<file path="src/hdl/sld_pkg.sv">
// constants and types for the safety status lamp driver
//
// Overview of operation
// [RL1] small variant: links up, no error, green steady
// [RL2] small variant: link down/opening, green blink 1 s
// [RL3] small variant: link/program/minor error, red blink 1 s
// [RL4] small variant: no application data, green/red alternate
// [RL5] fatal fault turns safety-link lamp off
// [RL6] small variant: 30 s grace, absent units blink green
// [RL7] program executing: run lamp steady green
// [RL8] initialization: run lamp green blink 1 s
// [RL9] program, debug stopped, fatal: run lamp off
// [RL10] debug mode: debug lamp steady yellow
// [RL11] validated data stored: validation lamp yellow
// [RL12] normal operation: unit-status lamp steady green
// [RL13] init or allocation download: green blink 2 s
// [RL14] hardware, watchdog, critical error: red steady
// [RL15] backplane minor error: unit-status red blink 1 s
// [RL16] restarting or waiting init: unit-status lamp off
// [RL17] large variant: network connections up, green steady
// [RL18] large variant: network not established, green blink
// [RL19] large variant: network error red blink, unused off
// [RL20] large variant: 30 s grace, network lamp red blink
// [RL21] large variant: safety-link lamp four-state pattern
// [RL22] large variant: 30 s grace, absent units green blink
// [RL23] one shared 50 percent timebase for all blinks
package sld_pkg;

    localparam int unsigned CLK_HZ        = 10_000_000;
    localparam int unsigned BLINK1_MS     = 1000;   // 1 s interval
    localparam int unsigned BLINK2_MS     = 2000;   // 2 s interval
    localparam int unsigned GRACE_S       = 30;     // power-up grace
    localparam int unsigned HALF1_CYC     = (CLK_HZ / 1000) * BLINK1_MS / 2;
    localparam int unsigned HALF2_DIV     = BLINK2_MS / BLINK1_MS;
    localparam int unsigned GRACE_CYC     = CLK_HZ * GRACE_S;

    // two-bit lamp colour code
    typedef enum logic [1:0] {
        LAMP_OFF    = 2'b00,
        LAMP_GREEN  = 2'b01,
        LAMP_RED    = 2'b10,
        LAMP_YELLOW = 2'b11
    } sld_colour_type;

    // operating mode of the unit
    typedef enum logic [2:0] {
        MODE_WAIT    = 3'b000,
        MODE_INIT    = 3'b001,
        MODE_PROGRAM = 3'b010,
        MODE_RUN     = 3'b011,
        MODE_DEBUG   = 3'b100
    } sld_mode_type;

    typedef struct packed {
        sld_mode_type mode;          // operating mode
        logic         debug_exec;    // debug mode with execution active
        logic         fatal;         // fatal fault
        logic         app_stored;    // application data stored
        logic         validated;     // validated data in nv memory
        logic         alloc_dl;      // allocation data downloading
    } sld_state_type;

    typedef struct packed {
        logic hw_error;              // hardware error
        logic watchdog_timeout;      // watchdog timeout
        logic critical;              // other critical error
        logic bp_comm;               // backplane comm error
        logic alloc_err;             // allocation data error
        logic bp_minor;              // other backplane minor error
    } sld_unit_err_type;

    typedef struct packed {
        logic link_used;             // safety-link comms in use
        logic link_all_up;           // all links established
        logic link_comm_err;         // link comm error
        logic link_absent;           // link fail from absent units
        logic prog_err;              // program execution error
        logic app_minor;             // other application minor error
        logic net_used;              // network safety in use
        logic net_all_up;            // network connections established
        logic net_comm_err;          // network comm error
        logic net_absent;            // network target absent
    } sld_comm_type;

    typedef struct packed {
        sld_colour_type safety_link_lamp;
        sld_colour_type network_safety_lamp;
        sld_colour_type unit_status_lamp;
        sld_colour_type run_lamp;
        sld_colour_type debug_lamp;
        sld_colour_type valid_lamp;
    } sld_lamps_type;

endpackage

</file>
<file path="src/hdl/sld_lamp_driver.sv">
// status lamp pattern generator for the safety controller front panel
`timescale 1ns/1ps
`default_nettype none
module sld_lamp_driver #(
    parameter bit          LARGE_VARIANT = 1'b0,                   // 1: network lamp present
    parameter int unsigned HALF1_CYC     = sld_pkg::HALF1_CYC,     // half period of 1 s blink
    parameter int unsigned GRACE_CYC     = sld_pkg::GRACE_CYC      // power-up grace count
) (
    input  wire logic                      i_core_clk,  // 10 MHz clock
    input  wire logic                      i_rst,       // async reset, high
    input  wire sld_pkg::sld_state_type    i_state,     // mode and storage state
    input  wire sld_pkg::sld_unit_err_type i_unit_err,  // unit error classes
    input  wire sld_pkg::sld_comm_type     i_comm,      // link and network state
    output logic                           o_grace,     // power-up grace active
    output logic                           o_link_err_rec,  // link error recorded
    output logic                           o_net_err_rec,   // network error recorded
    output var sld_pkg::sld_lamps_type     o_lamps      // lamp colours
);

    if (HALF1_CYC < 1 || GRACE_CYC < 1) begin : g_bad_counts
        $error("sld_lamp_driver: counts must be at least one");
    end

    localparam int unsigned CW = $clog2(HALF1_CYC + 1);
    localparam int unsigned GW = $clog2(GRACE_CYC + 1);

    // ----------------------------------------
    // shared blink timebase
    // ----------------------------------------
    logic [CW-1:0] half_cnt_ff;
    logic          ph1_ff;      // toggles every 0.5 s: 1 s period
    logic          ph2_ff;      // toggles every 1 s: 2 s period
    logic          half_end;

    assign half_end = (half_cnt_ff == CW'(HALF1_CYC - 1));

    always_ff @(posedge i_core_clk or posedge i_rst) begin  // [RL23]
        if (i_rst) begin
            half_cnt_ff <= '0;
        end else if (half_end) begin
            half_cnt_ff <= '0;
        end else begin
            half_cnt_ff <= half_cnt_ff + CW'(1);
        end
    end

    always_ff @(posedge i_core_clk or posedge i_rst) begin  // [RL23]
        if (i_rst) begin
            ph1_ff <= 1'b0;
            ph2_ff <= 1'b0;
        end else if (half_end) begin
            ph1_ff <= ~ph1_ff;
            if (ph1_ff) begin
                ph2_ff <= ~ph2_ff;
            end
        end
    end

    // ----------------------------------------
    // power-up grace window
    // ----------------------------------------
    logic [GW-1:0] grace_cnt_ff;

    always_ff @(posedge i_core_clk or posedge i_rst) begin
        if (i_rst) begin
            grace_cnt_ff <= '0;
        end else if (grace_cnt_ff != GW'(GRACE_CYC)) begin
            grace_cnt_ff <= grace_cnt_ff + GW'(1);
        end
    end

    assign o_grace = (grace_cnt_ff != GW'(GRACE_CYC));

    // absent-unit conditions are recorded only after the grace window
    logic link_absent_err;
    logic net_absent_err;
    assign link_absent_err = i_comm.link_absent & ~o_grace;     // [RL6] [RL22]
    assign net_absent_err  = i_comm.net_absent & ~o_grace;      // [RL20]
    assign o_link_err_rec  = i_comm.link_comm_err | link_absent_err;
    assign o_net_err_rec   = i_comm.net_comm_err | net_absent_err;

    // ----------------------------------------
    // lamp decode
    // ----------------------------------------
    function automatic sld_pkg::sld_colour_type blink(
        input sld_pkg::sld_colour_type col,
        input logic                    ph
    );
        blink = ph ? col : sld_pkg::LAMP_OFF;
    endfunction

    sld_pkg::sld_lamps_type nxt_lamps;
    logic                   unit_crit;
    logic                   unit_minor;
    logic                   app_err;
    logic                   executing;

    always_comb begin
        unit_crit  = i_unit_err.hw_error | i_unit_err.watchdog_timeout | i_unit_err.critical;
        unit_minor = i_unit_err.bp_comm | i_unit_err.alloc_err | i_unit_err.bp_minor;
        app_err    = o_link_err_rec | i_comm.prog_err | i_comm.app_minor;
        executing  = (i_state.mode == sld_pkg::MODE_RUN)
                   | ((i_state.mode == sld_pkg::MODE_DEBUG) & i_state.debug_exec);
        nxt_lamps  = '{default: sld_pkg::LAMP_OFF};

        // safety-link lamp
        if (i_state.fatal) begin
            nxt_lamps.safety_link_lamp = sld_pkg::LAMP_OFF;                         // [RL5]
        end else if (LARGE_VARIANT) begin
            if (!i_comm.link_used) begin
                nxt_lamps.safety_link_lamp = sld_pkg::LAMP_OFF;                     // [RL21]
            end else if (o_link_err_rec) begin
                nxt_lamps.safety_link_lamp = blink(sld_pkg::LAMP_RED, ph1_ff);      // [RL21]
            end else if (!i_comm.link_all_up) begin
                nxt_lamps.safety_link_lamp = blink(sld_pkg::LAMP_GREEN, ph1_ff);    // [RL21] [RL22]
            end else begin
                nxt_lamps.safety_link_lamp = sld_pkg::LAMP_GREEN;                   // [RL21]
            end
        end else begin
            if (!i_state.app_stored) begin
                nxt_lamps.safety_link_lamp = ph1_ff ? sld_pkg::LAMP_RED
                                                    : sld_pkg::LAMP_GREEN;          // [RL4]
            end else if (app_err) begin
                nxt_lamps.safety_link_lamp = blink(sld_pkg::LAMP_RED, ph1_ff);      // [RL3]
            end else if (!i_comm.link_all_up) begin
                nxt_lamps.safety_link_lamp = blink(sld_pkg::LAMP_GREEN, ph1_ff);    // [RL2] [RL6]
            end else begin
                nxt_lamps.safety_link_lamp = sld_pkg::LAMP_GREEN;                   // [RL1]
            end
        end

        // network safety lamp, large variant only
        if (LARGE_VARIANT && !i_state.fatal && i_comm.net_used) begin
            if (i_comm.net_comm_err | i_comm.net_absent) begin
                nxt_lamps.network_safety_lamp = blink(sld_pkg::LAMP_RED, ph1_ff);   // [RL19] [RL20]
            end else if (!i_comm.net_all_up) begin
                nxt_lamps.network_safety_lamp = blink(sld_pkg::LAMP_GREEN, ph1_ff); // [RL18]
            end else begin
                nxt_lamps.network_safety_lamp = sld_pkg::LAMP_GREEN;                // [RL17]
            end
        end

        // unit status lamp
        if (unit_crit) begin
            nxt_lamps.unit_status_lamp = sld_pkg::LAMP_RED;                         // [RL14]
        end else if (unit_minor) begin
            nxt_lamps.unit_status_lamp = blink(sld_pkg::LAMP_RED, ph1_ff);          // [RL15]
        end else if (i_state.mode == sld_pkg::MODE_WAIT) begin
            nxt_lamps.unit_status_lamp = sld_pkg::LAMP_OFF;                         // [RL16]
        end else if ((i_state.mode == sld_pkg::MODE_INIT) | i_state.alloc_dl) begin
            nxt_lamps.unit_status_lamp = blink(sld_pkg::LAMP_GREEN, ph2_ff);        // [RL13]
        end else begin
            nxt_lamps.unit_status_lamp = sld_pkg::LAMP_GREEN;                       // [RL12]
        end

        // run lamp
        if (i_state.fatal) begin
            nxt_lamps.run_lamp = sld_pkg::LAMP_OFF;                                 // [RL9]
        end else if (executing) begin
            nxt_lamps.run_lamp = sld_pkg::LAMP_GREEN;                               // [RL7]
        end else if (i_state.mode == sld_pkg::MODE_INIT) begin
            nxt_lamps.run_lamp = blink(sld_pkg::LAMP_GREEN, ph1_ff);                // [RL8]
        end else begin
            nxt_lamps.run_lamp = sld_pkg::LAMP_OFF;                                 // [RL9]
        end

        // debug and validation lamps
        if (!i_state.fatal && i_state.mode == sld_pkg::MODE_DEBUG) begin
            nxt_lamps.debug_lamp = sld_pkg::LAMP_YELLOW;                            // [RL10]
        end
        if (!i_state.fatal && i_state.validated) begin
            nxt_lamps.valid_lamp = sld_pkg::LAMP_YELLOW;                            // [RL11]
        end
    end

    // ----------------------------------------
    // registered lamp outputs
    // ----------------------------------------
    always_ff @(posedge i_core_clk or posedge i_rst) begin
        if (i_rst) begin
            o_lamps <= '{default: sld_pkg::LAMP_OFF};
        end else begin
            o_lamps <= nxt_lamps;
        end
    end

endmodule
`default_nettype wire

</file>
<file path="config.mk">
export PLATFORM = sky130hd
export DESIGN_NAME = sld_lamp_driver
export DESIGN_NICKNAME = d
export VERILOG_FILES = /design/src/hdl/sld_pkg.sv /design/src/hdl/sld_lamp_driver.sv
export SDC_FILE = /design/constraint.sdc
export NUM_CORES = 1
export LEC_CHECK = 0
export ABC_AREA = 0
export CAP_MARGIN = 25
export CORE_ASPECT_RATIO = 0.7
export CORE_MARGIN = 10
export CORE_UTILIZATION = 30
export DETAILED_ROUTE_END_ITERATION = 6
export DONT_BUFFER_PORTS = 1
export PLACE_DENSITY_LB_ADDON = 0.1
export SYNTH_ARGS = -nofsm -noshare
export SYNTH_HDL_FRONTEND = slang
export SYNTH_SLANG_ARGS = --single-unit
export TNS_END_PERCENT = 20
</file>
<file path="constraint.sdc">
create_clock -name i_core_clk -period 2.9 [get_ports i_core_clk]
set_input_delay 0.29 -clock i_core_clk [delete_from_list [all_inputs] [get_ports i_core_clk]]
set_output_delay 0.29 -clock i_core_clk [all_outputs]
set_load 0.03 [all_outputs]
</file>
Word level (Yosys, flattened, before mapping) --
Cells that the tools add are included.
Word-level totals: flip-flop bits (word level) 64, input bits 26, logic and storage cells 55
Cells by class: $add $sub $neg 2, eq/ne operators 5, multiplexer cells 18, bitwise operators 16, reductions and logical operators 5
Operator list (number):
- adder 29 x 1 -> 29 bit (second input constant) | 1
- inequality test 29 bit (second input constant) | 1
- adder 23 x 1 -> 23 bit (second input constant) | 1
- equality test 23 bit (second input constant) | 1
- 2-to-1 mux 23 bit | 1
- 2-to-1 mux 2 bit | 9
- OR 1 bit | 10
- 2-to-1 mux 1 bit | 8
- AND 1 bit | 3
- equality test 3 x 1 -> 1 bit (second input constant) | 1
- equality test 3 x 2 -> 1 bit (second input constant) | 1
- equality test 3 bit (second input constant) | 1
- zero test 3 bit | 1
- NOT 1 bit | 3
- logical AND 1 bit | 2
- AND reduction 2 bit | 1
- zero test 1 bit | 1

Logic depth before layout (Yosys ltp) --
Gate-level depths: netlist (run 1).
depth in word-level cells 9, gate-level depth with buffers 6, mapped depth without buffers 6

Least setup slack after synthesis (run 1) --
No wires, ideal clock.
kind register to output, start register grace_cnt_ff[0], end output port o_net_err_rec, data arrival time 1564 ps, data required time 2610 ps, setup slack 1046 ps, stages on the path, launching flop included 7, path buffers 0, cells stage by stage dfrtp_1 -> inv_1 -> ha_1 -> nor4b_1 -> nand4_1 -> nor3_2 -> a21o_1
On the way: longest elaborated chain between the ends 4
RTL lines:
- start: declaration | RTL line sld_lamp_driver.sv:62 | logic [GW-1:0] grace_cnt_ff;
- start signal: assignment | RTL line sld_lamp_driver.sv:68 | grace_cnt_ff <= grace_cnt_ff + GW'(1);
- inequality test 29 bit | RTL line sld_lamp_driver.sv:72 | assign o_grace = (grace_cnt_ff != GW'(GRACE_CYC));
- NOT 1 bit | RTL line sld_lamp_driver.sv:78 | assign net_absent_err = i_comm.net_absent & ~o_grace;
- AND 1 bit | RTL line sld_lamp_driver.sv:78
- OR 1 bit | RTL line sld_lamp_driver.sv:80 | assign o_net_err_rec = i_comm.net_comm_err | net_absent_err;
- end: declaration | RTL line sld_lamp_driver.sv:16 | output logic o_net_err_rec,
Every way passes these cells.

Final worst setup path (run 1) --
start register grace_cnt_ff[17], end output port o_net_err_rec
Same word-level chain as after synthesis.

==> results.md, run 1 <==
* Status: finished clean
* Post-DR wirelength/cell at approximately 16 µm
* Hold_buf cts at 3
* CP Cell Sequence: nor4b_1 -> nand4_1 -> nor3_2 -> a21o_1
* Antenna Nets Post-Route at 0
* Clock Skew at a little over 0.009 ns
* Clock-pin slew on the worst setup and hold paths at roughly 0.06 ns
* Setup Fix Bufs, Post-CTS at 0
* Residual DRC at 0
* WP data arrival at 2.20 ns
* Clk_lat worst skew at 0.33 ns
* Core footprint at 9760 µm²
* Ys flop type: dfrtp_1
* Die width at roughly 140 µm
* Slew Limit Fails at 0
* Initial DRT Pass Iterations at 4
* Total global routing overflow at 0
* Root buf cell: clkbuf_16
* H-Tree Level Count at 3
* Post-Route WL at around 6600 µm
* PostCTS Resize Cnt at 0
* Startpoint Class: register
* CP max stage cell: nor4b_1
* #FFs+latches synth at 61
* CTS Buf Count at 9
* VDD IR max at between 0.3 and 0.4 mV
* Fmax at 401 MHz
* Tcrit/Tclk final at a little under nine tenths
* Ant. Diodes at 0
* DIE AREA at around 15,000 µm²
* Via density at between 4 and 5
* GP Congestion at between 0.7 and 0.8
* Gr usage total at under 10%
* Initial Util at between 30% and 40%
* Kind of critical path: register to output port
* RSZ-0062 raised after global routing: false
* Largest net degree at the start of global routing at 38
* Distinct cells, synth at 44
* Max cap viols at 0
* Syn avg cell area at roughly 11 µm²
* # IOs at between 40 and 50
* WP data required at between 2 and 3 ns
* EDFF count, synth at 0
* Hold Path Class: input port to register
* Setup TNS at 0 ns
* Fin cells at 423
* Vias at about 2.1k
* Buffers on Ports at 0
* Syn Std Cell Area at 3010 µm²
* TritonCTS sink count at just over 60
* Layout fillers at just under 1k
* Synthesized netlist cell count at approximately 280
* Layout cells sized above 1 at between 10% and 20%
* Row count at 30
* Post-route cell area at 3530 µm²
* Placed Area at 3140 µm²
* Warnings, synthesis at 0
* Slew @ Worst Pin at slightly above 0.6 ns
* Clock tree buffer depth at 2
* Iter 0 DRT Violations at 73
* Worst path max stage delay at around 0.47 ns
* CP endpoint kind: output port
* Relative slew slack at around three fifths
* Initial antenna violation count at 0
* CTS tree: done
* Area Overhead vs Synth at 17.1%
* Final net count at 319
* Post-synth ARST share at 100%
* Power per cell area at 612 nW/µm²
* Die height at ~100 µm
* Post-DP HPWL at between 4000 and 5000 µm
* P_leak at 1.47 nW
* First-pass GRT wire length at 11,200 µm
* # setup viols final at 0
* Register area share after synthesis at 50.7%
* Crit-path max FO at 4
* Placed insts at just over 400
* Vias in the first global route at between 1.5k and 2k
* Fin crit period at 2.49 ns
* Final hold violation count at 0
## area by class of cell
| cell class | instances | area [µm²] | area share, % |
|---|---|---|---|
| repair buffers | 7 | 62.6 | 1.77 |
| inverters | 15 | 56.3 | 1.60 |
| clock buffers | 9 | 225 | 6.38 |
| flip-flops and latches | 61 | 1530 | 43.3 |
| well taps | 128 | 160 | 4.54 |
| multi-input cells | 196 | 1380 | 39.0 |
| clock inverters | 7 | 123 | 3.48 |
## sequential cells by signal (all words and copies together), names as in the netlist
signal        cells
grace_cnt_ff     29
half_cnt_ff      23
o_lamps           7
ph1_ff            1
ph2_ff            1
## per-stage QoR
step | hold slack, ns | worst slack, ns | power (W) | util, %
3_3_place_gp | 0.185 | 0.693 | 0.000917 | 32.2
5_1_grt | 0.000822 | 0.141 | 0.00224 | 36.2
2_1_floorplan | 0.353 | 1.05 | 0.000911 | -
3_5_place_dp | 0.193 | 0.740 | 0.000918 | 32.2
6_report | 0.0204 | 0.406 | 0.00216 | 36.2
4_1_cts | 0.00163 | 0.316 | 0.00220 | 36.1
## power by group
part / internal (W) / switching (W)
sequential: 0.000854 / 0.0000102
combinational: 0.0000100 / 0.0000304
clock: 0.000843 / 0.000410
total: 0.00171 / 0.000450
## cells by family after synthesis
group	after synthesis	synth area share [%]
AND/OR/NAND/NOR	126	26.7
flip-flops	61	50.7
XOR/XNOR	45	13.1
buffers and inverters	24	3.95
AO/OA/AOI/OAI	18	3.86
adder cells (fa/ha/maj)	3	1.25
other	1	0.124
multiplexers	1	0.374
## cells in the mapped netlist, types with 3 or more instances
master,number,area share (%)
a21oi_1,5,0.83
and3_1,4,0.83
and4_1,6,1.7
buf_4,5,1.2
dfrtp_1,61,51
ha_1,3,1.2
inv_1,15,1.9
nand2_1,19,2.4
nand3_1,18,3.0
nand4_1,14,2.9
nor2_1,14,1.7
nor3_1,12,2.0
nor4_1,8,1.7
nor4_2,9,3.7
nor4b_1,5,1.5
o21ai_0,3,0.50
or3_1,3,0.62
xnor2_1,26,7.6
xor2_1,19,5.5
## cells in the final DEF (no fill, tap or decap), drive strengths merged, types with 2 or more instances in the layout
cell type / Yosys / final
a21oi: 5 / 5
and3: 4 / 4
nand4: 15 / 15
bufinv: 0 / 3
nand2: 19 / 19
nor4b: 5 / 5
o21ai: 3 / 3
clkinvlp: 0 / 2
ha: 3 / 3
or3: 4 / 4
and2: 2 / 2
o22ai: 2 / 2
nor2: 14 / 14
nor3: 13 / 13
nor4: 18 / 18
inv: 15 / 16
clkbuf: 1 / 9
and4: 6 / 6
nand3: 19 / 19
xor2: 19 / 19
nor2b: 2 / 2
a21o: 2 / 2
conb: 1 / 3
dfrtp: 61 / 61
buf: 8 / 3
dlygate4sd3: 0 / 4
xnor2: 26 / 26
## worst max-delay path, delay by kind of cell (launching register included)
| kind | cells | cell delay, ns |
|---|---|---|
| simple gates | 3 | 1.12 |
| flops | 1 | 0.42 |
| compound gates | 1 | 0.34 |
## layer usage
layer | vias up | wire [µm] | track usage (%) | share of wire (%)
li1 | 1015 | - | - | -
met1 | 1014 | 3610 | 14.4 | 55
met2 | 51 | 2410 | 10.7 | 37
met3 | 8 | 465 | 4.38 | 7.1
met4 | 0 | 93 | 4.19 | 1.4
met5 | - | 0 | 0 | 0
## final timing paths
| kind | cells after the start | end | slack [ns] | startpoint |
|---|---|---|---|---|
| worst max-delay path | 4 | o_net_err_rec | 0.41 | grace_cnt_ff[17] |
| worst min-delay path | 1 | o_lamps[2] | 0.02 | i_state[3] |
| worst max register to register | 4 | grace_cnt_ff[1] | 0.88 | grace_cnt_ff[17] |
| worst min register to register | 1 | grace_cnt_ff[28] | 0.46 | grace_cnt_ff[28] |
| max in group asynchronous | 4 | half_cnt_ff[9] | 1.49 | i_rst |
| min in group asynchronous | 2 | o_lamps[0] | 0.40 | i_rst |
Note: power is estimated with default switching activity, not from simulation.
==> run 2: changes to the inputs <==
--- a/config.mk
+++ b/config.mk
@@ -9,10 +9,11 @@
 export CAP_MARGIN = 25
 export CORE_ASPECT_RATIO = 0.7
 export CORE_MARGIN = 10
-export CORE_UTILIZATION = 30
+export CORE_UTILIZATION = 64
 export DETAILED_ROUTE_END_ITERATION = 6
 export DONT_BUFFER_PORTS = 1
 export PLACE_DENSITY_LB_ADDON = 0.1
+export SLEW_MARGIN = 5
 export SYNTH_ARGS = -nofsm -noshare
 export SYNTH_HDL_FRONTEND = slang
 export SYNTH_SLANG_ARGS = --single-unit
==> run 2 against run 1 <==
- worst hold slack gained 0.024 ns
- combinational power is 4% lower
- register-to-register slack improved by 0.06 ns
- via count up 2.3%
- global-route usage up 6.4 points
- critical path depth up 2
- first-iteration DRC count grew 88%
- fmax rose by 1.3%
- final area is 6.8% lower
- largest cell class unchanged
==> results.md, run 2 (synthesized netlist as in run 1, its figures left out) <==
* FF-to-FF path depth at 6
* TritonCTS sink count at about 60
* Commonest cells after routing, fill and taps aside: 61 x dfrtp_1, 26 x xnor2_1, 19 x nand2_1, 19 x xor2_1, 18 x nand3_1
* Buffers on Ports at 0
* Slew @ Worst Pin at 0.651 ns
* Post-Route WL at between 6000 and 7000 µm
* # IOs at slightly above 40
* Critical path's top delay family: simple AND/OR/NAND/NOR gates
* Die width at 102 µm
* Via density at just over 6
* Iter 0 DRT Violations at around 140
* Area Overhead vs Synth at 9.14%
* H-Tree Level Count at 3
* VDD IR max at between 0.2 and 0.3 mV
* Crit-path max FO at 4
* Setup TNS at 0 ns
* Final Worst Setup Slack at about 0.44 ns
* Clock Skew at roughly 0.007 ns
* P_leak at roughly 1.4 nW
* Final hold violation count at 0
* Layout fillers at a little over 300
* Kind of critical path: register to output port
* CP Cell Sequence: inv_1 -> ha_1 -> nor4b_1 -> nand4_1 -> nor3_1 -> or2_2
* Top Registers: grace_cnt_ff: 29 flops, half_cnt_ff: 23 flops, o_lamps: 7 flops
* GP Congestion at just over 0.8
* WP data arrival at roughly 2.2 ns
* Slew Limit Fails at 0
* First-pass GRT wire length at 10,100 µm
* Worst Hold Launch: i_state[2]
* Post-DR wirelength/cell at about 17 µm
* Commonest non-fill, non-tap cell in the layout: dfrtp_1
* Gr usage total at roughly 16%
* CTS Buf Count at 9
* Row count at 20
* Crit path from: grace_cnt_ff[0]
* Layout cells sized above 1 at 11.9%
* # setup viols final at 0
* Residual DRC at 0
* Vias at 2,135
* Die height at roughly 77 µm
* Power per cell area at 505 nW/µm²
* DIE AREA at slightly below 8000 µm²
* Clk_lat worst skew at around 0.34 ns
* Max cap viols at 0
* CP max stage cell: nor3_1
* Initial antenna violation count at 0
* Clock tree buffer depth at 2
* Antenna Nets Post-Route at 0
* Cell depth of the worst setup path at 6
* Max reg flops at 29
* Total global routing overflow at 0
* Fmax at roughly 400 MHz
* Fin crit period at 2.46 ns
* CTS tree: done
* PostCTS Resize Cnt at 0
* Core footprint at about 4500 µm²
* Fin Hold WS at roughly 0.044 ns
* CP endpoint kind: output port
* Ant. Diodes at 0
* Worst Hold Depth at 1
* Post-DP HPWL at between 4000 and 5000 µm
* Hold Path Class: input port to register
* Final total power at around 0.0017 W
* Top reg by flops: grace_cnt_ff
* Placed insts at 330
* Initial DRT Pass Iterations at 4
* RSZ-0062 raised after global routing: false
* Relative slew slack at a little under three fifths
* Startpoint Class: register
* Final net count at around 320
* Initial Util at between 60% and 70%
* Worst R2R Start: grace_cnt_ff[0]
* Worst path max stage delay at 0.44 ns
* Pre-CTS setup slack at 0.791 ns
* Root buf cell: clkbuf_8
* WP data required at approximately 2.6 ns
* Fin cells at between 300 and 400
* Tcrit/Tclk final at a little over four fifths
* Clock-pin slew on the worst setup and hold paths at around 0.07 ns
* Buf/Inv on CP at 1
* Largest net degree at the start of global routing at 30
* Status: finished clean
* Vias in the first global route at between 2k and 2.5k
## run 2: changes by cell type in the layout (fill, tap and decap cells not counted), sizes merged
cell,previous run,this run
bufinv,3,1
clkinvlp,2,1
clkbuf,9,11
clkinv,1,2
inv,16,15
## run 2: per-layer routing
layer | up-vias | GRT usage, % | share of wire [%]
li1 | 1016 | - | -
met1 | 1028 | 22.1 | 48
met2 | 81 | 22.2 | 42
met3 | 10 | 6.28 | 9.6
met4 | 0 | 5.06 | 1.1
met5 | - | 0 | 0
## run 2: where the power goes
| group | internal, W | switching (W) |
|---|---|---|
| clock network | 0.000436 | 0.000321 |
| logic | 0.00000960 | 0.0000291 |
| registers | 0.000854 | 0.00000995 |
| total | 0.00130 | 0.000360 |
## run 2: worst paths after layout
| path | end | slack [ns] |
|---|---|---|
| worst min-delay path | o_lamps[10] | 0.04 |
| worst max-delay path | o_link_err_rec | 0.44 |
| min in group asynchronous | half_cnt_ff[17] | 0.47 |
| max in group asynchronous | half_cnt_ff[9] | 1.75 |
| worst min register to register | grace_cnt_ff[28] | 0.48 |
| worst max register to register | grace_cnt_ff[1] | 0.94 |
## run 2: cell type report
type                            count  area [µm²]  area share [%]
Clock buffer                       11         151            4.60
Clock inverter                      4        47.5            1.45
Inverter                           15        56.3            1.71
Multi-Input combinational cell    196        1380            41.8
Sequential cell                    61        1530            46.4
Tap cell                           55        68.8            2.09
Timing Repair Buffer                7        62.6            1.90
## run 2: per-stage QoR
step	utilization [%]	instance area [µm²]
after floorplan	-	3020
after global placement	68.5	3050
after detailed placement	68.5	3050
after CTS	73.8	3290
after global routing	73.8	3290
final	73.8	3290
## run 2: timing repair
item,CTS,global route
setup endpoints to repair,0,0
setup buffers,0,0
hold endpoints to repair,30,0
hold buffers,4,0
==> run 3: changes to the inputs <==
--- a/config.mk
+++ b/config.mk
@@ -5,11 +5,11 @@
 export SDC_FILE = /design/constraint.sdc
 export NUM_CORES = 1
 export LEC_CHECK = 0
-export ABC_AREA = 0
+export ABC_AREA = 1
 export CAP_MARGIN = 25
 export CORE_ASPECT_RATIO = 0.7
 export CORE_MARGIN = 10
-export CORE_UTILIZATION = 64
+export CORE_UTILIZATION = 63
 export DETAILED_ROUTE_END_ITERATION = 6
 export DONT_BUFFER_PORTS = 1
 export PLACE_DENSITY_LB_ADDON = 0.1
==> constraint.sdc (replaced) <==
create_clock -name i_core_clk -period 2.32 [get_ports i_core_clk]
set_input_delay 0.232 -clock i_core_clk [delete_from_list [all_inputs] [get_ports i_core_clk]]
set_output_delay 0.232 -clock i_core_clk [all_outputs]
set_load 0.03 [all_outputs]
==> run 3 against run 2 <==
- the run now ends with negative hold slack left
- setup slack worse by 0.28 ns
- core utilization down 2.4 points
- clock power up 51%
- first-iteration DRC count up 100%
- worst hold slack worse by 0.064 ns
- register-to-register slack worse by 0.31 ns
- final area up 14%
- critical endpoint is now o_grace
==> results.md, run 3 <==
* Worst path max stage delay at ~0.42 ns
* Largest net degree at the start of global routing at 62
* Largest family of logic cells by synthesized area: simple AND/OR/NAND/NOR gates
* Tcrit/Tclk final at 93.1%
* Worst R2R Start: grace_cnt_ff[0]
* # setup viols final at 0
* Setup Fix Bufs, Post-CTS at 0
* Setup TNS at 0 ns
* Kind of critical path: register to output port
* Clock-pin slew on the worst setup and hold paths at about 0.070 ns
* CP max stage cell: dfrtp_1
* Die width at 108 µm
* H-Tree Level Count at 3
* FF-to-FF path depth at 6
* GP Congestion at 0.881
* Buf/Inv on CP at 1
* Fin crit period at 2.16 ns
* Post-synthesis compound-gate area fraction at under 10%
* Row count at 22
* Syn avg cell area at ~8.2 µm²
* Synthesized netlist cell count at approximately 420
* Violations in the final reports: negative hold slack
* Distinct cells, synth at 33
* Reg-to-Reg End: grace_cnt_ff[27]
* Final net count at 455
* Final Worst Setup Slack at approximately 0.16 ns
* Initial antenna violation count at 0
* Antenna Nets Post-Route at 0
* First-pass GRT wire length at ~13,000 µm
* Area Overhead vs Synth at 10.3%
* Vias in the first global route at 2,533
* Commonest non-fill, non-tap cell in the layout: nand2_1
* Relative slew slack at between 40% and 50%
* Ys flop type: dfrtp_1
* Post-synth top area share at 45.1%
* Xor/xnor share of the synthesized area at around 10%
* Ant. Diodes at 0
* Register area share after synthesis at 45.1%
* Core footprint at 5230 µm²
* Clock tree buffer depth at 2
* Slew Limit Fails at 0
* Pre-CTS setup slack at roughly 0.39 ns
* Clock Skew at roughly 0.0097 ns
* Post-DP HPWL at between 5000 and 6000 µm
* Synth area leaders: dfrtp_1 45%, nand2_1 8.6%, xor2_1 8.3%, inv_1 7.0%, nor2_1 5.2%
* Final total power at between 0.002 and 0.0025 W
* Post-synth ARST share at 100%
* Status: complete, but fails checks
* DIE AREA at 8760 µm²
* Post-route cell area at approximately 3700 µm²
* Buffers on Ports at 0
* Fmax at between 400 and 500 MHz
* Vias at about 2.8k
* RSZ-0062 raised after global routing: false
* Post-synth top area cell: dfrtp_1
* Power per cell area at between 600 and 700 nW/µm²
* Iter 0 DRT Violations at between 200 and 300
* CTS tree: done
* Critical path's top delay family: simple AND/OR/NAND/NOR gates
* Startpoint Class: register
* Total global routing overflow at 0
* # IOs at 41
* Residual DRC at 0
* Final hold violation count at 43
* Max cap viols at 0
* Via density at 5.48
* Multiplexer share of the synthesized area at 0%
* Layout fillers at approximately 400
* Synthesized-area fraction occupied by adder cells at approximately 1.1%
* #FFs+latches synth at a little over 60
* Placed Area at 3450 µm²
* Clk_lat worst skew at 0.35 ns
* TritonCTS sink count at 61
* Count leader, synth: nand2_1
* CTS Buf Count at 9
* Slew @ Worst Pin at between 0.7 and 0.8 ns
* Top Registers: grace_cnt_ff: 29 flops, half_cnt_ff: 23 flops, o_lamps: 7 flops
* WP data arrival at just under 2 ns
* CP Cell Sequence: inv_1 -> ha_1 -> nand2_1 -> nor2_1 -> nor4b_2 -> nand4_1
* Commonest cells after routing, fill and taps aside: 77 x nand2_1, 62 x inv_1, 61 x dfrtp_1, 47 x nor2_1, 32 x xor2_1
* EDFF count, synth at 0
* Simple-Gate Fraction of Synth Area at roughly a third
* Die height at 81.3 µm
* Gr usage total at between 10% and 20%
* Max reg flops at 29
* Initial Util at roughly two thirds
* FF-to-FF setup slack at roughly 0.63 ns
* WP data required at 2.09 ns
* Syn Std Cell Area at approximately 3400 µm²
* Root buf cell: clkbuf_8
* Post-Route WL at about 7700 µm
* Crit-path max FO at 3
* Initial DRT Pass Iterations at 5
* VDD IR max at around 0.47 mV
* P_leak at around 1.8 nW
* Post-DR wirelength/cell at about 15 µm
* CP endpoint kind: output port
* Hold Path Class: input port to asynchronous set/reset pin
* Layout cells sized above 1 at between 10% and 20%
* Top reg by flops: grace_cnt_ff
* Commonest cells post-synth: 78 x nand2_1, 63 x inv_1, 61 x dfrtp_1
* Warnings, synthesis at 0
* Fin Hold WS at -0.0201 ns
## run 3: how the worst max path moves through the flow
stage,start,to,slack [ns],cells past startpoint
2_1_floorplan,i_rst,grace_cnt_ff[0],0.57,1
3_3_place_gp,grace_cnt_ff[0],o_link_err_rec,0.42,8
3_5_place_dp,grace_cnt_ff[0],o_link_err_rec,0.39,8
4_1_cts,grace_cnt_ff[0],o_grace,0.004,6
5_1_grt,grace_cnt_ff[0],o_link_err_rec,0.06,8
6_report,grace_cnt_ff[0],o_grace,0.16,6
## run 3: what timing repair did
item,4_1_cts,5_1_grt
setup endpoints to repair,1,2
resized for setup,1,3
endpoints found under the hold margin,4,0
hold buffers,3,0
pin swaps,0,1
## run 3: cell families after synthesis
family | Yosys count
AO/OA/AOI/OAI | 14
XOR/XNOR | 39
AND/OR/NAND/NOR | 223
buffers and inverters | 74
other | 1
adder cells (fa/ha/maj) | 3
flip-flops | 61
## run 3: power by group
part            total, W  leakage [nW]  switching (W)  internal, W
Clock            0.00114         0.123       0.000432     0.000709
Sequential       0.00108         0.816      0.0000125      0.00107
Combinational  0.0000513         0.846      0.0000402    0.0000111
## run 3: per-layer routing
metal	part of all wire [%]	global-route usage (%)	routed length, µm	up-vias
met1	50	26.9	3870	1267
li1	-	-	-	1343
met2	39	25.3	3020	133
met4	1.5	6.25	117	0
met5	0	0	0	-
met3	8.7	5.85	669	15
## run 3: stage by stage
step / utilization [%] / cells
3_3_place_gp: 66.0 / 484
6_report: 71.4 / 503
4_1_cts: 71.1 / 503
3_5_place_dp: 66.0 / 484
2_1_floorplan: - / 417
5_1_grt: 71.4 / 503
## run 3: layout make-up
| class | instances | area (µm²) | area share (%) |
|---|---|---|---|
| clock inverters | 7 | 114 | 3.05 |
| repair buffers | 4 | 37.5 | 1.00 |
| well taps | 72 | 90.1 | 2.41 |
| inverters | 68 | 255 | 6.83 |
| flip-flops and latches | 61 | 1530 | 40.9 |
| multi-input cells | 282 | 1590 | 42.5 |
| clock buffers | 9 | 124 | 3.32 |
